<file path="config.mk">
export PLATFORM = sky130hd
export DESIGN_NAME = rcc_top
export DESIGN_NICKNAME = d
export VERILOG_FILES = /design/src/rtl/rcc_pkg.sv /design/src/rtl/rcc_sync.sv /design/src/rtl/rcc_top.sv
export SDC_FILE = /design/constraint.sdc
export NUM_CORES = 1
export LEC_CHECK = 0
export BUFFER_PORTS_ARGS = -buffer_cell sky130_fd_sc_hd__buf_4
export CORE_MARGIN = 2
export CORE_UTILIZATION = 35
export DETAILED_ROUTE_END_ITERATION = 6
export SLEW_MARGIN = 40
export SYNTH_ARGS = -nofsm -noshare
export SYNTH_HDL_FRONTEND = slang
export SYNTH_SLANG_ARGS = --single-unit
</file>
<file path="constraint.sdc">
create_clock -name aclk -period 2.3 [get_ports aclk]
set_clock_uncertainty 0.15 [all_clocks]
set_input_delay 0.69 -clock aclk [delete_from_list [all_inputs] [get_ports aclk]]
set_output_delay 0.69 -clock aclk [all_outputs]
set_load 0.1 [all_outputs]
</file>
<file path="src/rtl/rcc_pkg.sv">
// Package of constants for the clock control register block
// Contract
// [RULE1] Control register decoded at index 0x04
// [RULE2] Bit 7 enables oscillator, resets zero
// [RULE3] Bit 6 enables missing-clock detector
// [RULE4] Bit 5 fail flag: hardware sets, software clears; code also sets it when software writes a one
// [RULE5] Bit 4 runs timer; zero holds count
// [RULE6] Bit 3 gates alarms; zero clears flag
// [RULE7] Bit 2 read returns live alarm flag
// [RULE8] Bit 2 write sets auto-reset enable
// [RULE9] Bit 1 load request, hardware clears when done
// [RULE10] Bit 0 snapshot request, hardware clears when done
// [RULE11] Alarm flag lasts at most one oscillator cycle; code keeps it set across ticks while a stopped timer stays at the match value
// [RULE12] Running timer increments each oscillator cycle
// [RULE13] Oscillator stuck over 100 us sets fail
// [RULE14] Alarm when timer equals match value
// [RULE15] Auto-reset clears timer cycle after alarm
// [RULE16] Requests and completions crossed between domains; code keeps one aclk domain and acts on synchronised oscillator rising edges
package rcc_pkg;
    // ****************************************
    // Register map (index, byte address = 4 * index)
    // ****************************************
    localparam logic [7:0] CTRL_IDX      = 8'h04;
    localparam logic [7:0] CAP_IDX       = 8'h00;
    localparam logic [7:0] ALARM_IDX     = 8'h08;
    localparam logic [7:0] IRQ_STAT_IDX  = 8'h0C;
    localparam logic [7:0] IRQ_MASK_IDX  = 8'h0D;
    // ****************************************
    // Control field positions
    // ****************************************
    localparam int BIT_OSC_EN   = 7;
    localparam int BIT_MCD_EN   = 6;
    localparam int BIT_FAIL     = 5;
    localparam int BIT_RUN      = 4;
    localparam int BIT_AEN      = 3;
    localparam int BIT_ALARM_FLAG_AUTOCLEAR_SELECT     = 2;
    localparam int BIT_LOAD     = 1;
    localparam int BIT_SNAP     = 0;
    // Interrupt status bits
    localparam int IRQ_ALARM    = 0;
    localparam int IRQ_FAIL     = 1;
    localparam int IRQ_LOAD     = 2;
    localparam int IRQ_SNAP     = 3;
    localparam int IRQ_W        = 4;
    // ****************************************
    // Reset values and timing
    // ****************************************
    localparam logic [7:0]  CTRL_RST    = 8'h00;
    localparam logic [31:0] WORD_RST    = 32'h0000_0000;
    localparam int          CLK_MHZ     = 125;
    localparam int          MISS_US     = 100;
    localparam int          MISS_CYC    = MISS_US * CLK_MHZ;
    localparam logic [1:0]  RESP_OKAY   = 2'b00;
    localparam logic [1:0]  RESP_SLVERR = 2'b10;
endpackage : rcc_pkg

</file>
<file path="src/rtl/rcc_sync.sv">
// Two flip-flop synchroniser for a bundle of levels
`timescale 1ns/10ps
module rcc_sync #(
    parameter int W = 1
) (
    // Clock
    input  wire logic         clk,
    input  wire logic         rst_n,
    // Data
    input  wire logic [W-1:0] din,
    output logic      [W-1:0] dout
);
    logic [W-1:0] meta_q;
    logic [W-1:0] meta_d;
    logic [W-1:0] out_q;
    logic [W-1:0] out_d;

    always_comb
    begin
        meta_d = din;
        out_d  = meta_q;
    end

    always_ff @(posedge clk)
    begin
        if (!rst_n)
        begin
            meta_q <= '0;
            out_q  <= '0;
        end
        else
        begin
            meta_q <= meta_d;
            out_q  <= out_d;
        end
    end

    assign dout = out_q;
endmodule : rcc_sync

</file>
<file path="src/rtl/rcc_top.sv">
// Clock control register logic with 32-bit timer, alarm and AXI4-Lite slave
`timescale 1ns/10ps
module rcc_top #(
    parameter int MISS_CYC = rcc_pkg::MISS_CYC
) (
    // System clock
    input  wire logic        aclk,
    input  wire logic        aresetn,
    input  wire logic        clk_en,
    // Write address
    input  wire logic        s_axi_awvalid,
    output logic             s_axi_awready,
    input  wire logic [31:0] s_axi_awaddr,
    // Write data
    input  wire logic        s_axi_wvalid,
    output logic             s_axi_wready,
    input  wire logic [31:0] s_axi_wdata,
    input  wire logic [3:0]  s_axi_wstrb,
    // Write response
    output logic             s_axi_bvalid,
    input  wire logic        s_axi_bready,
    output logic [1:0]       s_axi_bresp,
    // Read address
    input  wire logic        s_axi_arvalid,
    output logic             s_axi_arready,
    input  wire logic [31:0] s_axi_araddr,
    // Read data
    output logic             s_axi_rvalid,
    input  wire logic        s_axi_rready,
    output logic [31:0]      s_axi_rdata,
    output logic [1:0]       s_axi_rresp,
    // Oscillator
    input  wire logic        osc_clk_pin,
    output logic             osc_enable,
    // Events
    output logic             alarm_pulse,
    output logic             irq
);
    if (MISS_CYC < 4)
    begin : g_bad_miss
        $error("MISS_CYC too small");
    end

    // ****************************************
    // Oscillator input sampling
    // ****************************************
    // The slow oscillator is sampled on aclk; its rising edges become count enables.
    // Trade-off: one clock domain, timer moves at most once per two aclk edges.
    logic osc_s;
    logic osc_prev_q;
    logic osc_prev_d;
    logic osc_tick;

    rcc_sync #(.W(1)) u_osc_sync (
        .clk   (aclk),
        .rst_n (aresetn),
        .din   (osc_clk_pin),
        .dout  (osc_s)
    );

    // ****************************************
    // Register state
    // ****************************************
    logic        osc_en_q, osc_en_d;
    logic        mcd_en_q, mcd_en_d;
    logic        fail_q, fail_d;
    logic        run_q, run_d;
    logic        aen_q, aen_d;
    logic        autorst_q, autorst_d;
    logic        load_q, load_d;
    logic        snap_q, snap_d;
    logic        alarm_q, alarm_d;
    logic        arst_pend_q, arst_pend_d;
    logic [31:0] timer_q, timer_d;
    logic [31:0] cap_q, cap_d;
    logic [31:0] match_q, match_d;
    logic [31:0] miss_q, miss_d;
    localparam int IRQ_W_L = rcc_pkg::IRQ_W;
    logic [IRQ_W_L-1:0] ist_q, ist_d;
    logic [IRQ_W_L-1:0] imask_q, imask_d;

    // AXI state
    logic        aw_q, aw_d;
    logic        w_q, w_d;
    logic [31:0] awaddr_q, awaddr_d;
    logic [31:0] wdata_q, wdata_d;
    logic [3:0]  wstrb_q, wstrb_d;
    logic        bvalid_q, bvalid_d;
    logic [1:0]  bresp_q, bresp_d;
    logic        rvalid_q, rvalid_d;
    logic [31:0] rdata_q, rdata_d;
    logic [1:0]  rresp_q, rresp_d;
    logic        irq_q, irq_d;

    logic        wr_go;
    logic [7:0]  wr_idx;
    logic [7:0]  rd_idx;
    logic [7:0]  ctrl_rd;
    logic [IRQ_W_L-1:0] ev;
    logic        stuck;
    logic        hit;

    assign osc_tick = osc_s & ~osc_prev_q;
    assign wr_go    = aw_q & w_q & ~bvalid_q;
    // Only aligned words in the first kilobyte decode, so no address aliases a register
    assign wr_idx   = (awaddr_q[31:10] == 22'h00_0000 && awaddr_q[1:0] == 2'b00)
                      ? awaddr_q[9:2] : 8'hFF;
    assign rd_idx   = (s_axi_araddr[31:10] == 22'h00_0000 && s_axi_araddr[1:0] == 2'b00)
                      ? s_axi_araddr[9:2] : 8'hFF;
    assign stuck    = (miss_q >= 32'(MISS_CYC) - 32'h0000_0001);
    assign hit      = aen_q & (timer_q == match_q);

    always_comb
    begin
        ctrl_rd = rcc_pkg::CTRL_RST;
        ctrl_rd[rcc_pkg::BIT_OSC_EN] = osc_en_q;
        ctrl_rd[rcc_pkg::BIT_MCD_EN] = mcd_en_q;
        ctrl_rd[rcc_pkg::BIT_FAIL]   = fail_q;
        ctrl_rd[rcc_pkg::BIT_RUN]    = run_q;
        ctrl_rd[rcc_pkg::BIT_AEN]    = aen_q;
        ctrl_rd[rcc_pkg::BIT_ALARM_FLAG_AUTOCLEAR_SELECT]   = alarm_q; // [RULE7]
        ctrl_rd[rcc_pkg::BIT_LOAD]   = load_q;
        ctrl_rd[rcc_pkg::BIT_SNAP]   = snap_q;
    end

    // ****************************************
    // Next state: registers, timer, detector
    // ****************************************
    always_comb
    begin
        osc_prev_d  = osc_s;
        osc_en_d    = osc_en_q;
        mcd_en_d    = mcd_en_q;
        fail_d      = fail_q;
        run_d       = run_q;
        aen_d       = aen_q;
        autorst_d   = autorst_q;
        load_d      = load_q;
        snap_d      = snap_q;
        alarm_d     = alarm_q;
        arst_pend_d = arst_pend_q;
        timer_d     = timer_q;
        cap_d       = cap_q;
        match_d     = match_q;
        miss_d      = miss_q;
        imask_d     = imask_q;
        ev          = '0;

        // Software writes first so hardware sets below win over clears
        if (wr_go && wstrb_q[0])
        begin
            if (wr_idx == rcc_pkg::CTRL_IDX) // [RULE1]
            begin
                osc_en_d  = wdata_q[rcc_pkg::BIT_OSC_EN]; // [RULE2]
                mcd_en_d  = wdata_q[rcc_pkg::BIT_MCD_EN]; // [RULE3]
                fail_d    = wdata_q[rcc_pkg::BIT_FAIL]; // [RULE4]
                run_d     = wdata_q[rcc_pkg::BIT_RUN]; // [RULE5]
                aen_d     = wdata_q[rcc_pkg::BIT_AEN];
                autorst_d = wdata_q[rcc_pkg::BIT_ALARM_FLAG_AUTOCLEAR_SELECT]; // [RULE8]
                if (wdata_q[rcc_pkg::BIT_LOAD])
                    load_d = 1'b1; // [RULE9]
                if (wdata_q[rcc_pkg::BIT_SNAP])
                    snap_d = 1'b1; // [RULE10]
                if (!wdata_q[rcc_pkg::BIT_AEN])
                    alarm_d = 1'b0; // [RULE6]
            end
            else if (wr_idx == rcc_pkg::CAP_IDX)
                cap_d = wdata_q;
            else if (wr_idx == rcc_pkg::ALARM_IDX)
                match_d = wdata_q;
            else if (wr_idx == rcc_pkg::IRQ_MASK_IDX)
                imask_d = wdata_q[IRQ_W_L-1:0];
        end

        // Missing-clock detector: counts aclk cycles since last level change
        if (!mcd_en_q || !osc_en_q || (osc_s != osc_prev_q))
            miss_d = 32'h0000_0000;
        else if (!stuck)
            miss_d = miss_q + 32'h0000_0001;
        if (mcd_en_q && osc_en_q && stuck && !fail_q)
        begin
            fail_d = 1'b1; // [RULE13]
            ev[rcc_pkg::IRQ_FAIL] = 1'b1;
        end

        // Timer domain work happens on oscillator rising edges only
        if (osc_tick)
        begin
            alarm_d = 1'b0; // [RULE11]
            if (arst_pend_q)
            begin
                timer_d     = 32'h0000_0000; // [RULE15]
                arst_pend_d = 1'b0;
            end
            else if (run_q)
                timer_d = timer_q + 32'h0000_0001; // [RULE12]
            if (hit && aen_d)
            begin
                alarm_d     = 1'b1; // [RULE14]
                arst_pend_d = autorst_q;
                ev[rcc_pkg::IRQ_ALARM] = 1'b1;
            end
            // Transfers ride the oscillator edge so the word moves whole
            if (load_q)
            begin
                timer_d = cap_q; // [RULE16]
                load_d  = 1'b0; // [RULE9]
                ev[rcc_pkg::IRQ_LOAD] = 1'b1;
            end
            if (snap_q)
            begin
                cap_d  = timer_q; // [RULE16]
                snap_d = 1'b0; // [RULE10]
                ev[rcc_pkg::IRQ_SNAP] = 1'b1;
            end
        end
        if (!aen_d)
        begin
            alarm_d     = 1'b0; // [RULE6]
            arst_pend_d = 1'b0;
        end
    end

    // ****************************************
    // Interrupt status, write one to clear, set wins
    // ****************************************
    always_comb
    begin
        ist_d = ist_q;
        if (wr_go && wstrb_q[0] && wr_idx == rcc_pkg::IRQ_STAT_IDX)
            ist_d = ist_q & ~wdata_q[IRQ_W_L-1:0];
        ist_d = ist_d | ev;
        irq_d = |(ist_d & imask_d);
    end

    // ****************************************
    // AXI4-Lite next state
    // ****************************************
    always_comb
    begin
        aw_d     = aw_q;
        w_d      = w_q;
        awaddr_d = awaddr_q;
        wdata_d  = wdata_q;
        wstrb_d  = wstrb_q;
        bvalid_d = bvalid_q;
        bresp_d  = bresp_q;
        rvalid_d = rvalid_q;
        rdata_d  = rdata_q;
        rresp_d  = rresp_q;
        if (s_axi_awvalid && !aw_q)
        begin
            aw_d     = 1'b1;
            awaddr_d = s_axi_awaddr;
        end
        if (s_axi_wvalid && !w_q)
        begin
            w_d     = 1'b1;
            wdata_d = s_axi_wdata;
            wstrb_d = s_axi_wstrb;
        end
        if (wr_go)
        begin
            bvalid_d = 1'b1;
            if (wr_idx == rcc_pkg::CTRL_IDX || wr_idx == rcc_pkg::CAP_IDX
                || wr_idx == rcc_pkg::ALARM_IDX || wr_idx == rcc_pkg::IRQ_STAT_IDX
                || wr_idx == rcc_pkg::IRQ_MASK_IDX)
                bresp_d = rcc_pkg::RESP_OKAY;
            else
                bresp_d = rcc_pkg::RESP_SLVERR;
        end
        if (bvalid_q && s_axi_bready)
        begin
            bvalid_d = 1'b0;
            aw_d     = 1'b0;
            w_d      = 1'b0;
        end
        if (rvalid_q && s_axi_rready)
            rvalid_d = 1'b0;
        if (s_axi_arvalid && !rvalid_q)
        begin
            rvalid_d = 1'b1;
            rresp_d  = rcc_pkg::RESP_OKAY;
            rdata_d  = rcc_pkg::WORD_RST;
            if (rd_idx == rcc_pkg::CTRL_IDX)
                rdata_d = {24'h00_0000, ctrl_rd};
            else if (rd_idx == rcc_pkg::CAP_IDX)
                rdata_d = cap_q;
            else if (rd_idx == rcc_pkg::ALARM_IDX)
                rdata_d = match_q;
            else if (rd_idx == rcc_pkg::IRQ_STAT_IDX)
                rdata_d = {28'h000_0000, ist_q};
            else if (rd_idx == rcc_pkg::IRQ_MASK_IDX)
                rdata_d = {28'h000_0000, imask_q};
            else
                rresp_d = rcc_pkg::RESP_SLVERR;
        end
    end

    // ****************************************
    // Registers
    // ****************************************
    always_ff @(posedge aclk)
    begin
        // Every reset value is zero, so the whole state clears as one word
        if (!aresetn)
        begin
            {osc_prev_q, osc_en_q, mcd_en_q, fail_q, run_q, aen_q, autorst_q, load_q,
             snap_q, alarm_q, arst_pend_q, timer_q, cap_q, match_q, miss_q, ist_q,
             imask_q, aw_q, w_q, awaddr_q, wdata_q, wstrb_q, bvalid_q, bresp_q,
             rvalid_q, rdata_q, rresp_q, irq_q} <= '0; // [RULE2]
        end
        else if (clk_en)
        begin
            {osc_prev_q, osc_en_q, mcd_en_q, fail_q, run_q, aen_q, autorst_q, load_q,
             snap_q, alarm_q, arst_pend_q, timer_q, cap_q, match_q, miss_q, ist_q,
             imask_q, aw_q, w_q, awaddr_q, wdata_q, wstrb_q, bvalid_q, bresp_q,
             rvalid_q, rdata_q, rresp_q, irq_q}
                <= {osc_prev_d, osc_en_d, mcd_en_d, fail_d, run_d, aen_d, autorst_d, load_d,
                    snap_d, alarm_d, arst_pend_d, timer_d, cap_d, match_d, miss_d, ist_d,
                    imask_d, aw_d, w_d, awaddr_d, wdata_d, wstrb_d, bvalid_d, bresp_d,
                    rvalid_d, rdata_d, rresp_d, irq_d};
        end
    end

    assign s_axi_awready = ~aw_q;
    assign s_axi_wready  = ~w_q;
    assign s_axi_bvalid  = bvalid_q;
    assign s_axi_bresp   = bresp_q;
    assign s_axi_arready = ~rvalid_q;
    assign s_axi_rvalid  = rvalid_q;
    assign s_axi_rdata   = rdata_q;
    assign s_axi_rresp   = rresp_q;
    assign osc_enable    = osc_en_q;
    assign alarm_pulse   = alarm_q;
    assign irq           = irq_q;
endmodule : rcc_top

</file>
==> flow_summary_export.csv <==
group,metric,value,unit
synth,ys.flop_type,"dfxtp_1",
placement,placed_area,13800,µm²
synth,ys_async_sr_fraction,0,
drt,wl_per_cell,18.0,µm
clock_network,clockBufferDepth,3,
clock_network,clk_pin_slew_worst_paths,0.06,ns
worst_setup_path,r2r-end,"match_q[20]",
global_route,overflow,0,
floorplanning,die_w,186,µm
clock_network,worstSkewPairLatency,0.55,ns
power_and_ir_drop,p_leak,0.00593,µW
drt,dr.pass1.iters,7,
clock_network,cts.sinks,253,
worst_setup_path,worstPathCellList,"nor4_4, nand4_1, or2_4, or4_4, buf_12, nand2_1, a21oi_1",
drt,wl,37600,µm
power_and_ir_drop,switching_share,0.250,
drt,ant_nets,0,
worst_setup_path,crit_arrival,2.61,ns
floorplanning,start_util,0.355,
timing,setup_tns,-1.24,ns
hold_path,hold_path_depth,2,
placement,place_congestion,0.865,
power_and_ir_drop,p_comb_frac,0.091,
clock_network,root_buffer,"clkbuf_16",
synth,yosysTopAreaCell,"dfxtp_1",
layout,num-nets-final,1739,
layout,syn2layout_area_growth,32.8,%
synth,synth_cell_types,63,
global_route,met1_usage,0.284,
worst_setup_path,endpoint_kind,"register",
global_route,grt_pass1_wl,57600,µm
worst_setup_path,slowest_delay,0.53,ns
timing,hold_viol,0,
global_route,met2_usage,0.336,
global_route,use_met3,0.0293,
placement,portBuffers,147,
floorplanning,dieArea,34500,µm²
power_and_ir_drop,power.share.clock,0.435,
placement,place_hpwl,24200,µm
synth,ys_seq_area_frac,0.438,
drt,viasPerCell,5.46,
layout,final_cell_mix,"276 x nand2_1, 243 x dfxtp_1, 243 x buf_4",
power_and_ir_drop,vdd.ir_drop.worst,423,µV
drt,vias,11400,
power_and_ir_drop,p_switching,2380,µW
hold_path,hold_path_class,"in2reg",
global_route,grt_max_degree,67,
job,cap_violations,0,
worst_setup_path,cp.required,2.56,ns
synth,synth_area_leaders,"dfxtp_1 44%, nand2_1 9.0%, a21oi_1 8.9%",
clock_network,cts_made_buffers,27,
status,violations,"setup timing",
hold_path,hold_start,"osc_clk_pin",
synth,synth_seq_cells,253,
global_route,top_usage_layer,"met2",
clock_network,cts_tree,"yes",
worst_setup_path,cpMaxStageDelayCell,"or4_4",
timing,tightestPinTransition,0.651,ns
worst_setup_path,crit_type,"reg2reg",
floorplanning,pin_count,153,
power_and_ir_drop,p_per_area,622,nW/µm²
clock_network,htree_levels,1,
timing,finalCriticalPeriod,2.35,ns
worst_setup_path,worstReg2RegStart,"awaddr_q[0]",
synth,synth_area,11600,µm²
power_and_ir_drop,seq_power_share,0.475,
timing,period_share,1.02,
timing,finalSetupViolations,53,
synth,synth_edf_count,0,
timing,slew_violations,0,
drt,drt_iter0_markers,898,
global_route,antenna_found_initial,1,
synth,synth_top_area_frac,0.438,
global_route,gr-usage-all-layers,0.207,
layout,layout_commonest_cell,"nand2_1",
placement,place_ws,-0.262,ns
timing,fmax,425,MHz
layout,final_cell_area,15400,µm²
worst_setup_path,startpoint_type,"register",
status,status,"complete, but fails checks",
hold_path,min_to,"u_osc_sync.meta_q",
layout,drive_above_1_share,0.268,
worst_setup_path,r2r_slack,-0.05,ns
synth,synthCells,1448,
global_route,grt_pass1_vias,10900,
timing,slew_headroom,0.566,
floorplanning,rows,66,
layout,diodes,0,
synth,synth_warnings,0,
synth,avgSynthCellArea,7.99,µm²
worst_setup_path,r2r_cells,7,
power_and_ir_drop,internal-power,7160,µW
floorplanning,die_h,186,µm
timing,rsz0062_at_grt,"true",
drt,drc,0,
timing,fin_ws,-0.0530,ns
worst_setup_path,critPathMaxFanout,32,
clock_network,hold_buffers,0,
floorplanning,fp.coreArea,32500,µm²
==> stage by stage <==
step	util	cells	hold slack, ns	power (µW)
finish	0.472	2088	0.201	9550
global route	0.472	2088	0.196	9890
CTS	0.453	2075	0.184	9590
detailed placement	0.425	2024	0.275	5430
global placement	0.425	2024	0.275	5420
floorplan	-	1449	0.262	5050
==> how the worst max path moves through the flow <==
stage                     start        endpoint  depth (start not counted)
2_1_floorplan  s_axi_araddr[11]  s_axi_rdata[2]                          6
3_3_place_gp       awaddr_q[12]        ist_q[0]                          7
3_5_place_dp       awaddr_q[12]        ist_q[0]                          7
4_1_cts            awaddr_q[24]     match_q[17]                          8
5_1_grt             awaddr_q[0]        cap_q[0]                         10
6_report            awaddr_q[0]     match_q[20]                          7
==> synthesized netlist by cell type (3+ instances only) <==
| cell | n |
|---|---|
| a211oi_1 | 10 |
| a21o_1 | 4 |
| a21oi_1 | 206 |
| a221oi_1 | 18 |
| a22o_1 | 4 |
| a22oi_1 | 7 |
| a31oi_1 | 6 |
| and2_1 | 13 |
| and3_1 | 14 |
| buf_1 | 5 |
| buf_2 | 14 |
| clkbuf_1 | 98 |
| dfxtp_1 | 253 |
| ha_1 | 3 |
| inv_1 | 16 |
| mux2_2 | 35 |
| mux2i_1 | 15 |
| nand2_1 | 276 |
| nand2b_1 | 4 |
| nand3_1 | 63 |
| nand4_1 | 22 |
| nor2_1 | 70 |
| nor3_1 | 28 |
| nor4_1 | 35 |
| nor4_2 | 5 |
| o21a_1 | 11 |
| o21ai_0 | 60 |
| o22ai_1 | 37 |
| o31ai_1 | 9 |
| or2_2 | 4 |
| or3_1 | 11 |
| or4_1 | 12 |
| xnor2_1 | 9 |
| xor2_1 | 32 |
==> flip-flops by register name (all words and copies together), names as in the netlist, 4 cells and up <==
register and cells:
awaddr_q 32, cap_q 32, imask_q 4, ist_q 4
match_q 32, miss_q 32, s_axi_rdata 32, timer_q 32
wdata_q 32
==> power groups by stage <==
stage / clock [µW] / combinational, µW / sequential [µW]
after floorplan: 0 / 370 / 4680
after global placement: 0 / 806 / 4610
after detailed placement: 0 / 817 / 4610
after CTS: 4230 / 843 / 4520
after global routing: 4420 / 928 / 4540
final: 4150 / 866 / 4530
==> kinds of logic (layout without fill, tap and decap cells) <==
family / count (synthesis) / in the layout / share of synthesized area
simple gates: 572 / 572 / 0.236
compound gates: 392 / 393 / 0.198
flops: 253 / 253 / 0.438
buf+inv: 136 / 332 / 0.0464
mux: 50 / 50 / 0.0471
xor+xnor: 41 / 41 / 0.0311
fa+ha+maj: 3 / 3 / 0.00325
other cells: 1 / 2 / 0.000324
==> worst max-delay path: cells and delay by family (launching register included) <==
family,cells,cell delay [ns]
and+or+nand+nor,5,1.45
AOI/OAI and AO/OA,1,0.07
DFF,1,0.33
buffers and inverters,1,0.20
==> layer usage <==
| layer | routed length [µm] | vias up |
|---|---|---|
| met5 | 0 | - |
| met4 | 1010 | 0 |
| met3 | 2730 | 79 |
| met2 | 16900 | 429 |
| met1 | 17000 | 5383 |
| li1 | - | 5514 |
==> layout make-up <==
class	instances	area (µm²)
flip-flops and latches	253	5080
repair buffers	268	2310
inverters	16	66.3
well taps	442	553
fillers	3182	17200
clock buffers	43	797
multi-input cells	1061	6520
clock inverters	5	28.8
==> timing repair <==
item                       4_1_cts  5_1_grt
setup endpoints to repair       43       99
gates resized for setup         17       94
gates cloned                     0        7
buffers inserted                 5        6
pin swaps                       25       29
Note: power is estimated with default switching activity, not from simulation.
